File: src/conv_decode_defs.vh
// Build configuration, register map and field constants of the convolutional decoder
`ifndef CONV_DECODE_DEFS_VH
`define CONV_DECODE_DEFS_VH

// Code structure
`define CFG_K             3
`define CFG_RATE_N        2
`define CFG_PUNCTURED     0
`define CFG_NPOLY         ((`CFG_PUNCTURED != 0) ? 2 : `CFG_RATE_N)
`define CFG_TB_LEN        15
`define CFG_PM_W          12

// Generator polynomials, each CFG_K bits wide; bit 0 taps the newest input
`define GP_FIRST          3'h7
`define GP_SECOND         3'h5
`define GP_THIRD          3'h0
`define GP_FOURTH         3'h0
`define GP_FIFTH          3'h0
`define GP_SIXTH          3'h0
`define GP_SEVENTH        3'h0

// Implementation method: 0 parallel, 1 hybrid
`define CFG_HYBRID        0
`define CFG_HYB_INDEX     1

// Inputs: soft selection forced when punctured
`define CFG_SOFT_REQ      1
`define CFG_SOFT          ((`CFG_PUNCTURED != 0) ? 1 : `CFG_SOFT_REQ)
`define CFG_SOFT_W        3
`define CFG_SIGNED        1

// Error rate monitor
`define CFG_MON_EN        1
`define CFG_MON_PERIOD    4

// APB register offsets
`define OFS_CTRL          12'h000
`define OFS_STATUS        12'h004
`define OFS_ERRCNT        12'h008
`define OFS_DECCNT        12'h00c
`define OFS_CONFIG        12'h010

// Control fields and reset value
`define CTRL_ENABLE_BIT   0
`define CTRL_RESTART_BIT  1
`define CTRL_RESET        1'b0

`endif

File: src/convolutional_decode_core.v
// Register-exchange convolutional decoder with APB control and error rate monitor
//
// Added by the designer: the APB slave port and the register offsets.
`timescale 1ns/1ps
`include "conv_decode_defs.vh"

// Operation
// Punctured builds always use exactly two generator polynomials.
// Unpunctured builds use as many polynomials as the rate denominator, up to seven.
// Each generator polynomial is a vector as wide as the constraint length.
// Parallel method delivers one decoded bit every clock cycle.
// Hybrid method takes two to the hybrid index cycles per decoded bit.
// Punctured builds accept only soft symbols; supplier must send soft values.
// Soft samples read as sign-magnitude or unsigned offset per data type.
// Error rate monitor exists only when selected at build time.
// Monitor accumulates from zero over two to the period clock cycles.
// At window end the count appears on the output, held until next window.
// After publishing, accumulator clears and a new window starts immediately.
// An error is a hard-sliced coded bit differing from re-encoded output.
// Soft sample width is a build parameter from three to eight bits.
// Monitor period is a build parameter from four to thirty-two.
module convolutional_decode_core (
    // Clock and reset
    input  wire                              clk,
    input  wire                              reset_n,
    // APB slave
    input  wire                              psel,
    input  wire                              penable,
    input  wire                              pwrite,
    input  wire [11:0]                       paddr,
    input  wire [31:0]                       pwdata,
    output reg  [31:0]                       prdata,
    output wire                              pready,
    output reg                               pslverr,
    // Coded symbol stream
    input  wire                              sym_valid,
    output wire                              sym_ready,
    input  wire [`CFG_NPOLY*`CFG_SOFT_W-1:0] sym_data,
    // Decoded bit stream
    output reg                               dec_valid,
    output reg                               dec_bit,
    // Error rate
    output wire [31:0]                       error_rate_count,
    output wire                              error_window_done
);
    localparam K    = `CFG_K;
    localparam NP   = `CFG_NPOLY;
    localparam W    = `CFG_SOFT_W;
    localparam TB   = `CFG_TB_LEN;
    localparam PMW  = `CFG_PM_W;
    // Metrics wrap, so PMW only bounds the spread between states, not their growth
    localparam S    = 1 << (K - 1);
    localparam [W-1:0] MAXC = {W{1'b1}};
    localparam [7:0]   CYC_LAST = (`CFG_HYBRID != 0) ? ((8'h1 << `CFG_HYB_INDEX) - 8'h1) : 8'h0;
    localparam [7*K-1:0] GP_ALL = {`GP_SEVENTH, `GP_SIXTH, `GP_FIFTH, `GP_FOURTH,
                                   `GP_THIRD, `GP_SECOND, `GP_FIRST};

    // Map a sample to a confidence that the coded bit is one
    function [W-1:0] conf;
        input [W-1:0] v;
        begin
            if (`CFG_SOFT == 0)
                conf = v[0] ? MAXC : {W{1'b0}};
            else if (`CFG_SIGNED != 0)
                conf = v[W-1] ? {1'b1, v[W-2:0]} : {1'b0, ~v[W-2:0]};
            else
                conf = v;
        end
    endfunction

    // Coded bits for one encoder register image; only NP polynomials take part
    function [6:0] encode;
        input [K-1:0] r;
        integer j;
        begin
            encode = 7'h0;
            for (j = 0; j < NP; j = j + 1)
                encode[j] = ^(r & GP_ALL[j*K +: K]);
        end
    endfunction

    function [PMW-1:0] bmetric;
        input [K-1:0]    r;
        input [NP*W-1:0] c;
        reg   [6:0]      e;
        integer j;
        begin
            e = encode(r);
            bmetric = {PMW{1'b0}};
            for (j = 0; j < NP; j = j + 1)
                bmetric = bmetric + {{(PMW-W){1'b0}},
                          (e[j] ? (MAXC - c[j*W +: W]) : c[j*W +: W])};
        end
    endfunction

    // Control state
    reg             enable_ff;
    reg             restart_ff;
    reg  [7:0]      pace_ff;
    reg  [7:0]      fill_ff;
    reg  [31:0]     deccnt_ff;
    reg  [S*PMW-1:0] pm_ff;
    reg  [S*TB-1:0]  surv_ff;
    reg  [TB*NP-1:0] rx_hist_ff;
    reg  [NP-1:0]   ber_rx_ff;
    reg  [K-2:0]    dh_ff;
    reg             err_valid_ff;
    reg  [2:0]      err_bits_ff;

    wire [NP*W-1:0]  cv;
    wire [NP-1:0]    rx_hard;
    wire [S*PMW-1:0] nxt_pm;
    wire [S*TB-1:0]  nxt_surv;
    // Output starts once every survivor word holds real decisions
    wire             filled = (fill_ff == TB[7:0]);

    // Sample acceptance is the only pacing point: hybrid builds open it once per period
    assign sym_ready = enable_ff && (pace_ff == 8'h0);
    wire   step      = sym_valid && sym_ready;

    genvar g;
    generate
        for (g = 0; g < NP; g = g + 1) begin : lane
            assign cv[g*W +: W] = conf(sym_data[g*W +: W]);
            assign rx_hard[g]   = cv[g*W + W - 1];
        end
        // Survivor words: newest decision in bit 0, the one handed out in bit TB-1
        for (g = 0; g < S; g = g + 1) begin : acs
            localparam [K-1:0] R0 = g;
            localparam [K-1:0] R1 = g + S;
            localparam integer P0 = g >> 1;
            localparam integer P1 = (g >> 1) + S / 2;
            wire [PMW-1:0] m0 = pm_ff[P0*PMW +: PMW] + bmetric(R0, cv);
            wire [PMW-1:0] m1 = pm_ff[P1*PMW +: PMW] + bmetric(R1, cv);
            wire [PMW-1:0] d  = m0 - m1;
            // Wrapping metrics compared by difference sign, so no renormalisation is needed
            wire           sel = ~d[PMW-1];
            assign nxt_pm[g*PMW +: PMW] = sel ? m1 : m0;
            assign nxt_surv[g*TB +: TB] = sel ?
                   {surv_ff[P1*TB +: TB-1], R0[0]} : {surv_ff[P0*TB +: TB-1], R0[0]};
        end
    endgenerate

    // Pacing, trellis update and decoded output
    always @(posedge clk or negedge reset_n) begin
        if (!reset_n) begin
            pace_ff    <= 8'h0;
            fill_ff    <= 8'h0;
            deccnt_ff  <= 32'h0;
            pm_ff      <= {(S*PMW){1'b0}};
            surv_ff    <= {(S*TB){1'b0}};
            rx_hist_ff <= {(TB*NP){1'b0}};
            ber_rx_ff  <= {NP{1'b0}};
            dec_valid  <= 1'b0;
            dec_bit    <= 1'b0;
        end else if (restart_ff) begin
            pace_ff    <= 8'h0;
            fill_ff    <= 8'h0;
            pm_ff      <= {(S*PMW){1'b0}};
            surv_ff    <= {(S*TB){1'b0}};
            rx_hist_ff <= {(TB*NP){1'b0}};
            ber_rx_ff  <= {NP{1'b0}};
            dec_valid  <= 1'b0;
        end else begin
            dec_valid <= step && filled;
            if (step) begin
                pace_ff    <= CYC_LAST;
                pm_ff      <= nxt_pm;
                surv_ff    <= nxt_surv;
                rx_hist_ff <= {rx_hist_ff[(TB-1)*NP-1:0], rx_hard};
                ber_rx_ff  <= rx_hist_ff[(TB-2)*NP +: NP];
                // Fixed-state traceback from state zero: cheaper than a best-state search
                dec_bit    <= nxt_surv[TB-1];
                if (!filled)
                    fill_ff <= fill_ff + 8'h1;
                else
                    deccnt_ff <= deccnt_ff + 32'h1;
            end else if (pace_ff != 8'h0) begin
                pace_ff <= pace_ff - 8'h1;
            end
        end
    end

    // Re-encode decoded bits and compare with delayed hard decisions
    wire [6:0] expect_bits = encode({dh_ff, dec_bit});
    wire [NP-1:0] diff = expect_bits[NP-1:0] ^ ber_rx_ff;
    reg  [2:0] diff_cnt;
    integer i;
    always @* begin
        diff_cnt = 3'h0;
        for (i = 0; i < NP; i = i + 1)
            diff_cnt = diff_cnt + {2'b00, diff[i]};
    end

    always @(posedge clk or negedge reset_n) begin
        if (!reset_n) begin
            dh_ff        <= {(K-1){1'b0}};
            err_valid_ff <= 1'b0;
            err_bits_ff  <= 3'h0;
        end else if (restart_ff) begin
            // A restart begins a fresh code stream, so re-encoder history starts at zero
            dh_ff        <= {(K-1){1'b0}};
            err_valid_ff <= 1'b0;
        end else begin
            err_valid_ff <= dec_valid;
            if (dec_valid) begin
                err_bits_ff <= diff_cnt;
                dh_ff       <= {dh_ff[K-3:0], dec_bit};
            end
        end
    end

    generate
        if (`CFG_MON_EN != 0) begin : mon
            error_rate_monitor u_mon (
                .clk              (clk),
                .reset_n          (reset_n),
                .err_valid        (err_valid_ff),
                .err_bits         (err_bits_ff),
                .error_rate_count (error_rate_count),
                .window_done      (error_window_done)
            );
        end else begin : no_mon
            // Port stays for a fixed pinout but carries nothing in this build
            assign error_rate_count  = 32'h0;
            assign error_window_done = 1'b0;
        end
    endgenerate

    // APB slave: zero wait states, read data captured in the setup cycle
    assign pready = 1'b1;
    wire setup   = psel && !penable;
    wire wr_acc  = psel && penable && pwrite;
    wire hit_ctrl   = (paddr == `OFS_CTRL);
    wire hit_status = (paddr == `OFS_STATUS);
    wire hit_errcnt = (paddr == `OFS_ERRCNT);
    wire hit_deccnt = (paddr == `OFS_DECCNT);
    wire hit_config = (paddr == `OFS_CONFIG);
    wire mapped     = hit_ctrl || hit_status || hit_errcnt || hit_deccnt || hit_config;

    // Build configuration word; the period field is six bits so that 32 fits
    localparam [3:0]  CFG_K_F    = `CFG_K;
    localparam [2:0]  CFG_NP_F   = NP;
    localparam [3:0]  CFG_W_F    = `CFG_SOFT_W;
    localparam [0:0]  CFG_SOFT_F = `CFG_SOFT;
    localparam [0:0]  CFG_SGN_F  = `CFG_SIGNED;
    localparam [0:0]  CFG_HYB_F  = `CFG_HYBRID;
    localparam [3:0]  CFG_HIX_F  = `CFG_HYB_INDEX;
    localparam [0:0]  CFG_MON_F  = `CFG_MON_EN;
    localparam [5:0]  CFG_PER_F  = `CFG_MON_PERIOD;
    localparam [31:0] CFG_WORD   = {
        2'h0,
        CFG_PER_F,
        3'h0,
        CFG_MON_F,
        CFG_HIX_F,
        1'b0,
        CFG_HYB_F,
        CFG_SGN_F,
        CFG_SOFT_F,
        CFG_W_F,
        1'b0,
        CFG_NP_F,
        CFG_K_F
    };

    reg  [31:0] rd_mux;

    always @* begin
        case (paddr)
            `OFS_CTRL:   rd_mux = {31'h0, enable_ff};
            `OFS_STATUS: rd_mux = {16'h0, fill_ff, 6'h0, enable_ff, filled};
            `OFS_ERRCNT: rd_mux = error_rate_count;
            `OFS_DECCNT: rd_mux = deccnt_ff;
            `OFS_CONFIG: rd_mux = CFG_WORD;
            default:     rd_mux = 32'h0;
        endcase
    end

    always @(posedge clk or negedge reset_n) begin
        if (!reset_n) begin
            prdata     <= 32'h0;
            pslverr    <= 1'b0;
            enable_ff  <= `CTRL_RESET;
            restart_ff <= 1'b0;
        end else begin
            restart_ff <= 1'b0;
            if (setup) begin
                prdata  <= pwrite ? 32'h0 : rd_mux;
                pslverr <= !mapped;
            end
            // Unmapped and read-only offsets ignore writes; pslverr flags the former
            if (wr_acc && hit_ctrl) begin
                enable_ff  <= pwdata[`CTRL_ENABLE_BIT];
                restart_ff <= pwdata[`CTRL_RESTART_BIT];
            end
        end
    end
endmodule

File: src/error_rate_monitor.v
// Windowed error accumulator that publishes one count per window
`timescale 1ns/1ps
`include "conv_decode_defs.vh"

module error_rate_monitor (
    // Clock and reset
    input  wire        clk,
    input  wire        reset_n,
    // Error events from the re-encoder
    input  wire        err_valid,
    input  wire [2:0]  err_bits,
    // Result
    output reg  [31:0] error_rate_count,
    output reg         window_done
);
    localparam [32:0] WIN_LAST = (33'h1 << `CFG_MON_PERIOD) - 33'h1;

    reg  [31:0] win_ff;
    reg  [31:0] acc_ff;
    wire [31:0] inc = err_valid ? {29'h0, err_bits} : 32'h0;
    wire        last = ({1'b0, win_ff} == WIN_LAST);

    always @(posedge clk or negedge reset_n) begin
        if (!reset_n) begin
            win_ff           <= 32'h0;
            acc_ff           <= 32'h0;
            error_rate_count <= 32'h0;
            window_done      <= 1'b0;
        end else begin
            window_done <= last;
            if (last) begin
                win_ff           <= 32'h0;
                error_rate_count <= acc_ff + inc;
                acc_ff           <= 32'h0;
            end else begin
                win_ff <= win_ff + 32'h1;
                acc_ff <= acc_ff + inc;
            end
        end
    end
endmodule

File: config.mk
export PLATFORM = sky130hd
export DESIGN_NAME = convolutional_decode_core
export DESIGN_NICKNAME = d
export VERILOG_FILES = /design/src/convolutional_decode_core.v /design/src/error_rate_monitor.v
export VERILOG_INCLUDE_DIRS = /design/src /design/src/src
export SDC_FILE = /design/constraint.sdc
export NUM_CORES = 1
export LEC_CHECK = 0
export BUFFER_PORTS_ARGS = -buffer_cell sky130_fd_sc_hd__buf_2
export CORE_ASPECT_RATIO = 0.6
export CORE_MARGIN = 2
export CORE_UTILIZATION = 60
export CTS_BUF_LIST = sky130_fd_sc_hd__clkbuf_4 sky130_fd_sc_hd__clkbuf_8
export CTS_CLUSTER_SIZE = 25
export DETAILED_ROUTE_END_ITERATION = 16
export GPL_TIMING_DRIVEN = 0
export HOLD_SLACK_MARGIN = 0.05
export PLACE_DENSITY = 0.79
export SYNTH_ARGS = -nofsm -noshare
export SYNTH_HDL_FRONTEND = slang
export SYNTH_SLANG_ARGS = --single-unit
File: constraint.sdc
create_clock -name clk -period 7.34 [get_ports clk]
set_input_delay 0.367 -clock clk [delete_from_list [all_inputs] [get_ports clk]]
set_output_delay 0.367 -clock clk [all_outputs]
set_load 0.1 [all_outputs]
== Word-level counts from Yosys, hierarchy flattened ==
Cells that the tools add are included.

* Bits in registers: 325
* Input port bits: 56
* Output and inout bits: 70
* Word-level logic and storage cells: 114

* Add/subtract/negate cells: 24
* Eq/ne operators: 7
* Multiplexer cells: 34
* Bitwise logic cells: 4
* Reduce and logical (&&, ||, !) cells: 25

{| class="wikitable"
|+ Operators by type and width
! cell !! number
|-
| $pmux 32 s5 || 1
|-
| $mux 59 || 2
|-
| $mux 32 || 3
|-
| $mux 48 || 2
|-
| $add 32x1->32 const B || 2
|-
| $mux 28 || 2
|-
| $add 12x12->12 || 4
|-
| $add 12x4->12 || 4
|-
| $mux 12 || 4
|-
| $mux 8 || 6
|-
| $sub 12x12->12 || 4
|-
| $mux 15 || 3
|-
| $add 32x32->32 || 1
|-
| $eq 32x4->1 const B || 1
|-
| $eq 12x4->1 const B || 2
|-
| $add 3x3->4 || 4
|-
| $mux 14 || 1
|-
| $eq 12x3->1 const B || 1
|-
| $eq 12x5->1 const B || 1
|-
| $logic_not 12->1 || 1
|-
| $mux 3 || 3
|-
| $add 8x1->8 const B || 1
|-
| $eq 8x4->1 const B || 1
|-
| $logic_not 8->1 || 1
|-
| other kinds (18) || 39
|}

== Depth between registers and ports, before layout ==
* Depth in word-level cells: 9
* Mapped depth: 21
* Mapped depth without buffers: 20

== Modules after synthesis ==
Synthesis repeated with hierarchy kept, for this count alone.

* Cells, all modules: 1893
* Area, all modules: 17909.7 µm²

{| class="wikitable"
|+ Modules (own cells, without submodules)
! module !! instances !! cells each !! area each (µm²) !! seq. area each (µm²)
|-
| convolutional_decode_core || 1 || 1485 || 13669.4 || 5405.2
|-
| error_rate_monitor || 1 || 408 || 4240.3 || 2427.3
|}

== Worst setup path before layout ==
OpenSTA, ideal clock, no wires.

* Path kind: input-to-reg
* Start: input port sym_data[2]
* End: register surv_ff[39]
* Setup time: 0.125 ns
* Data arrival time: 4.657 ns
* Required time: 7.215 ns
* Setup slack: 2.558 ns
* Stages on the path: 19
* Path buffers: 1
* Path through: xor2_1 -> inv_1 -> fa_1 -> xor2_1 -> ha_1 -> nor2b_1 -> o21a_1 -> o21ai_0 -> nor2_1 -> xor2_1 -> ha_1 -> a21o_1 -> a21o_1 -> a21oi_1 -> o21ai_0 -> xnor3_1 -> buf_2 -> nor3_1 -> a2111oi_0

* Word-level cells in the longest chain between the ends: 8
* Elaborated cells on any way between the ends: 10
* Classes of those cells: add/sub: 6; mux: 4

{| class="wikitable"
|+ RTL lines
! element !! line !! RTL
|-
| from (decl) || convolutional_decode_core.v:38 || <nowiki>input wire [`CFG_NPOLY*`CFG_SOFT_W-1:0] sym_data,</nowiki>
|-
| $mux 3 * || convolutional_decode_core.v:65 || <nowiki>conf = v[W-1] ? {1'b1, v[W-2:0]} : {1'b0, ~v[W-2:0]};</nowiki>
|-
| $sub 3x3->3 || convolutional_decode_core.v:92 || <nowiki>(e[j] ? (MAXC - c[j*W +: W]) : c[j*W +: W])};</nowiki>
|-
| $add 3x3->4 || convolutional_decode_core.v:91 || <nowiki>bmetric = bmetric + {{(PMW-W){1'b0}},</nowiki>
|-
| $add 12x12->12 || convolutional_decode_core.v:133 || <nowiki>wire [PMW-1:0] m0 = pm_ff[P0*PMW +: PMW] + bmetric(R0, cv);</nowiki>
|-
| $sub 12x12->12 * || convolutional_decode_core.v:135 || <nowiki>wire [PMW-1:0] d = m0 - m1;</nowiki>
|-
| $mux 15 * || convolutional_decode_core.v:139 || <nowiki>assign nxt_surv[g*TB +: TB] = sel ?</nowiki>
|-
| $mux 59 * || convolutional_decode_core.v:166 || <nowiki>if (step) begin</nowiki>
|-
| $mux 59 * || convolutional_decode_core.v:156 || <nowiki>end else if (restart_ff) begin</nowiki>
|-
| to (signal assigned) || convolutional_decode_core.v:151 || <nowiki>surv_ff <= {(S*TB){1'b0}};</nowiki>
|-
| to (signal assigned) || convolutional_decode_core.v:160 || <nowiki>surv_ff <= {(S*TB){1'b0}};</nowiki>
|-
| to (signal assigned) || convolutional_decode_core.v:169 || <nowiki>surv_ff <= nxt_surv;</nowiki>
|-
| to (decl) || convolutional_decode_core.v:103 || <nowiki>reg [S*TB-1:0] surv_ff;</nowiki>
|}

Every way passes the cells marked *; elsewhere a longest branch is shown, timed or not. The select of a mux whose other input is x is not followed.
A chain may end at the register's enable or synchronous reset.

== Worst setup path in the final report ==
* Start: input port sym_data[5]
* End: register pm_ff[16]

* Word-level cells in the longest chain between the ends: 8
* Elaborated cells on any way between the ends: 10
* Classes of those cells: add/sub: 6; mux: 4

{| class="wikitable"
|+ RTL lines
! element !! line !! RTL
|-
| $mux 3 * || convolutional_decode_core.v:65 ||
|-
| $sub 3x3->3 || n/a ||
|-
| $add 3x3->4 || convolutional_decode_core.v:91 ||
|-
| $add 12x4->12 || convolutional_decode_core.v:133 ||
|-
| $sub 12x12->12 || convolutional_decode_core.v:135 ||
|-
| $mux 12 * || convolutional_decode_core.v:138 || <nowiki>assign nxt_pm[g*PMW +: PMW] = sel ? m1 : m0;</nowiki>
|-
| $mux 48 * || convolutional_decode_core.v:166 ||
|-
| $mux 48 * || convolutional_decode_core.v:156 ||
|-
| to (signal assigned) || convolutional_decode_core.v:150 || <nowiki>pm_ff <= {(S*PMW){1'b0}};</nowiki>
|-
| to (signal assigned) || convolutional_decode_core.v:159 || <nowiki>pm_ff <= {(S*PMW){1'b0}};</nowiki>
|-
| to (signal assigned) || convolutional_decode_core.v:168 || <nowiki>pm_ff <= nxt_pm;</nowiki>
|-
| to (decl) || convolutional_decode_core.v:102 || <nowiki>reg [S*PMW-1:0] pm_ff;</nowiki>
|}

Marks and branches as above.

==> flow_metrics.tcl <==
set metrics [dict create \
    status "complete, no violations" \
    final_cell_mix "dfrtp_1 (313), nor2_1 (257), nand2_1 (213), a21oi_1 (123)" \
    die_w_um 226 \
    worstPathMaxFanout 10 \
    core-area_um2 28900 \
    cts_tree "built" \
    ff2ff_setup_slack_ps 2740 \
    power_w 0.00401 \
    min_delay_path_depth 3 \
    gp_congestion 0.974 \
    ys_warn_count 0 \
    fin_setup_tns_ps 0 \
    postCtsSetupBuffers 0 \
    worst_slack_ps 1770 \
    rsz0062_at_grt "no" \
    fmax_mhz 180 \
    finalSetupViolCount 0 \
    grt_antenna_before_repair 0 \
    initial_utilization_pct 61.3 \
    post_synth.cell_area_avg_um2 9.32 \
    ys_types 69 \
    min_to "rx_hist_ff[1]$_DFFE_PN0P_" \
    cts_resized 0 \
    ff2ff_path_depth 17 \
    hp-start "sym_data[5]" \
    dr.first_iter.drc_count 1892 \
    synth_edf_count 0 \
    register_area_um2 7830 \
    drive_above_1_share_pct 11.3 \
    cts_sinks 313 \
    grt_pass1_vias 14171 \
    worstPathRequired_ps 7820 \
    leakage_nw 9.12 \
    port_buffers 93 \
    end_kind "flip-flop" \
    place_ws_ps 1270 \
    critPathMaxStageDelay_ps 550 \
    r2r-end "pm_ff[16]$_DFFE_PN0P_" \
    synth_cells 1901 \
    finalCriticalPeriod_ps 5570 \
    grt_pass1_wl_um 78700 \
    drtPass1Iterations 6 \
    ant_nets 0 \
    crit_cells 19 \
    slowest_stage "xnor2_1" \
    syn-num-nets 2065 \
    synth-seq-cells 313 \
    hold_violations 0 \
    finClkSkew_ps 49.1 \
    worst_slew_pin_slew_ps 1300 \
    peakVddDrop_mv 0.138 \
    critical_path_class "in2reg" \
    post-route-drc-count 0 \
    syn2layout_area_growth_pct 11.4 \
    htreeDepth 2 \
    cts.clk_slew.worst_paths_ps 70 \
    worstPathArrival_ps 6050 \
    hold_path_class "in2reg" \
    yosysSeqAreaShare_pct 44.2 \
    maxCapViolCount 0 \
    async_reset_ff_share_pct 100 \
    nets 2212 \
    layout_commonest_cell "dfrtp_1" \
    yosys_most_used_dff "dfrtp_1" \
    fill_cells 2259 \
    slew_headroom_pct 12.7 \
    wire_per_inst_um 20.4 \
    whs_ps 164 \
    cp_num_buf_inv 3 \
    avgViaCountPerCell 6.16 \
    crit_chain "buf_2, xnor2_1, inv_1, fa_1, xnor2_1, ha_1, a21o_1, a21oi_1, nor2_1, xnor2_1, ha_1, a21o_1, a21o_1, a21oi_1, o21ai_0, xnor3_1, clkbuf_1, nand2_1, a311oi_1" \
    final_max_slew_viol_count 0 \
    cts_buffer_depth 3 \
    setup.worst_path.start_class "primary input" \
    power_density_nw_per_um2 203 \
    die_area_um2 31000 \
    overflow 0 \
    routed_wl_um 50400 \
    n_antenna_cell 0 \
    netlist_area_um2 17700 \
    grtUsageTotal_pct 33.1 \
    rows 48 \
    grt_max_degree 96 \
    fp.dieH_um 137 \
    root_buffer "clkbuf_8" \
    dp_hpwl_um 37700 \
    cp_top_family "XOR/XNOR gates" \
    ctsHoldBuffers 4 \
    post-route-period-util_pct 75.9 \
    cts_made_buffers 45 \
    multiInputGateArea_um2 9240 \
    vias 15267 \
    io-pin-count 126 \
    clk_latency_ps 600 \
    timing.rr.start "pm_ff[24]$_DFFE_PN0P_" \
]
layout make-up:
class / instances / area share (%)
multi-input combinational: 1428 / 46.9
sequential: 313 / 39.7
clock buffer: 70 / 4.31
timing repair buffer: 100 / 3.03
tap: 400 / 2.54
buffer: 105 / 2.19
inverter: 55 / 1.05
clock inverter: 6 / 0.317
metrics by stage:
| stage | util, % | instances | cell area, µm² |
|---|---|---|---|
| floorplan | - | 1901 | 17700 |
| global placement | 64.7 | 2394 | 18700 |
| global route | 68.3 | 2477 | 19700 |
| finish | 68.3 | 2477 | 19700 |
| detailed placement | 65.0 | 2397 | 18800 |
| CTS | 68.3 | 2477 | 19700 |
Yosys cell counts (all sizes together), types with 22 or more instances:
library cell    n  area (µm²)
nor3           47         240
nand2         213         800
buf            33         161
dfrtp         313        7830
nor2          257         965
a21oi         123         616
xnor2         110         963
ha             95        1190
nand4          39         250
o21ai          65         325
clkbuf         72         272
inv            55         206
a2111oi        44         448
nand3          75         375
a22oi          22         165
xor2           81         709
registers in the layout, summed over array words and instances (netlist names), 28 cells and up:
register and flops:
pm_ff 48, mon.u_mon.error_rate_count 32, mon.u_mon.win_ff 32, surv_ff 48
deccnt_ff 32, rx_hist_ff 28, prdata 32, mon.u_mon.acc_ff 32
cells by family (layout without fill, tap and decap cells):
family | after synthesis | after routing | synth area share, %
simple gates | 745 | 745 | 19.3
mux | 27 | 27 | 1.62
xor+xnor | 194 | 194 | 9.83
compound gates | 353 | 353 | 13.3
fa+ha+maj | 108 | 108 | 8.18
buf+inv | 160 | 336 | 3.61
flops | 313 | 313 | 44.2
other cells | 1 | 1 | 0.0212
power breakdown:
part	switching, W	internal (W)	total, W
logic	0.000530	0.000280	0.000810
registers	0.0000146	0.00174	0.00175
clock network	0.000672	0.000768	0.00144
total	0.00122	0.00279	0.00401
routing by layer:
layer | global-route usage [%] | vias up | wire length, µm
met2 | 42.9 | 810 | 19400
met1 | 52.0 | 7471 | 23200
met4 | 6.81 | 0 | 839
li1 | - | 6914 | -
met3 | 12.1 | 72 | 6910
met5 | 0 | - | 0
worst max-delay path by stage:
stage / start / to / slack (ps)
floorplan: sym_data[2] / surv_ff[39]$_DFFE_PN0P_ / 2560
global placement: reset_n / mon.u_mon.win_ff[0]$_DFF_PN0_ / 6
detailed placement: sym_data[5] / pm_ff[16]$_DFFE_PN0P_ / 1270
CTS: sym_data[5] / pm_ff[16]$_DFFE_PN0P_ / 1890
global route: sym_data[2] / surv_ff[34]$_DFFE_PN0P_ / 1390
finish: sym_data[5] / pm_ff[16]$_DFFE_PN0P_ / 1770
worst register-to-register path, delay by kind of cell, from the launching register on:
family	cells	cell delay, ps
compound gates	7	1530
fa+ha+maj	3	840
xor+xnor	2	800
buf+inv	3	660
flops	1	420
simple gates	2	260
Note: power is estimated with default switching activity, not from simulation.
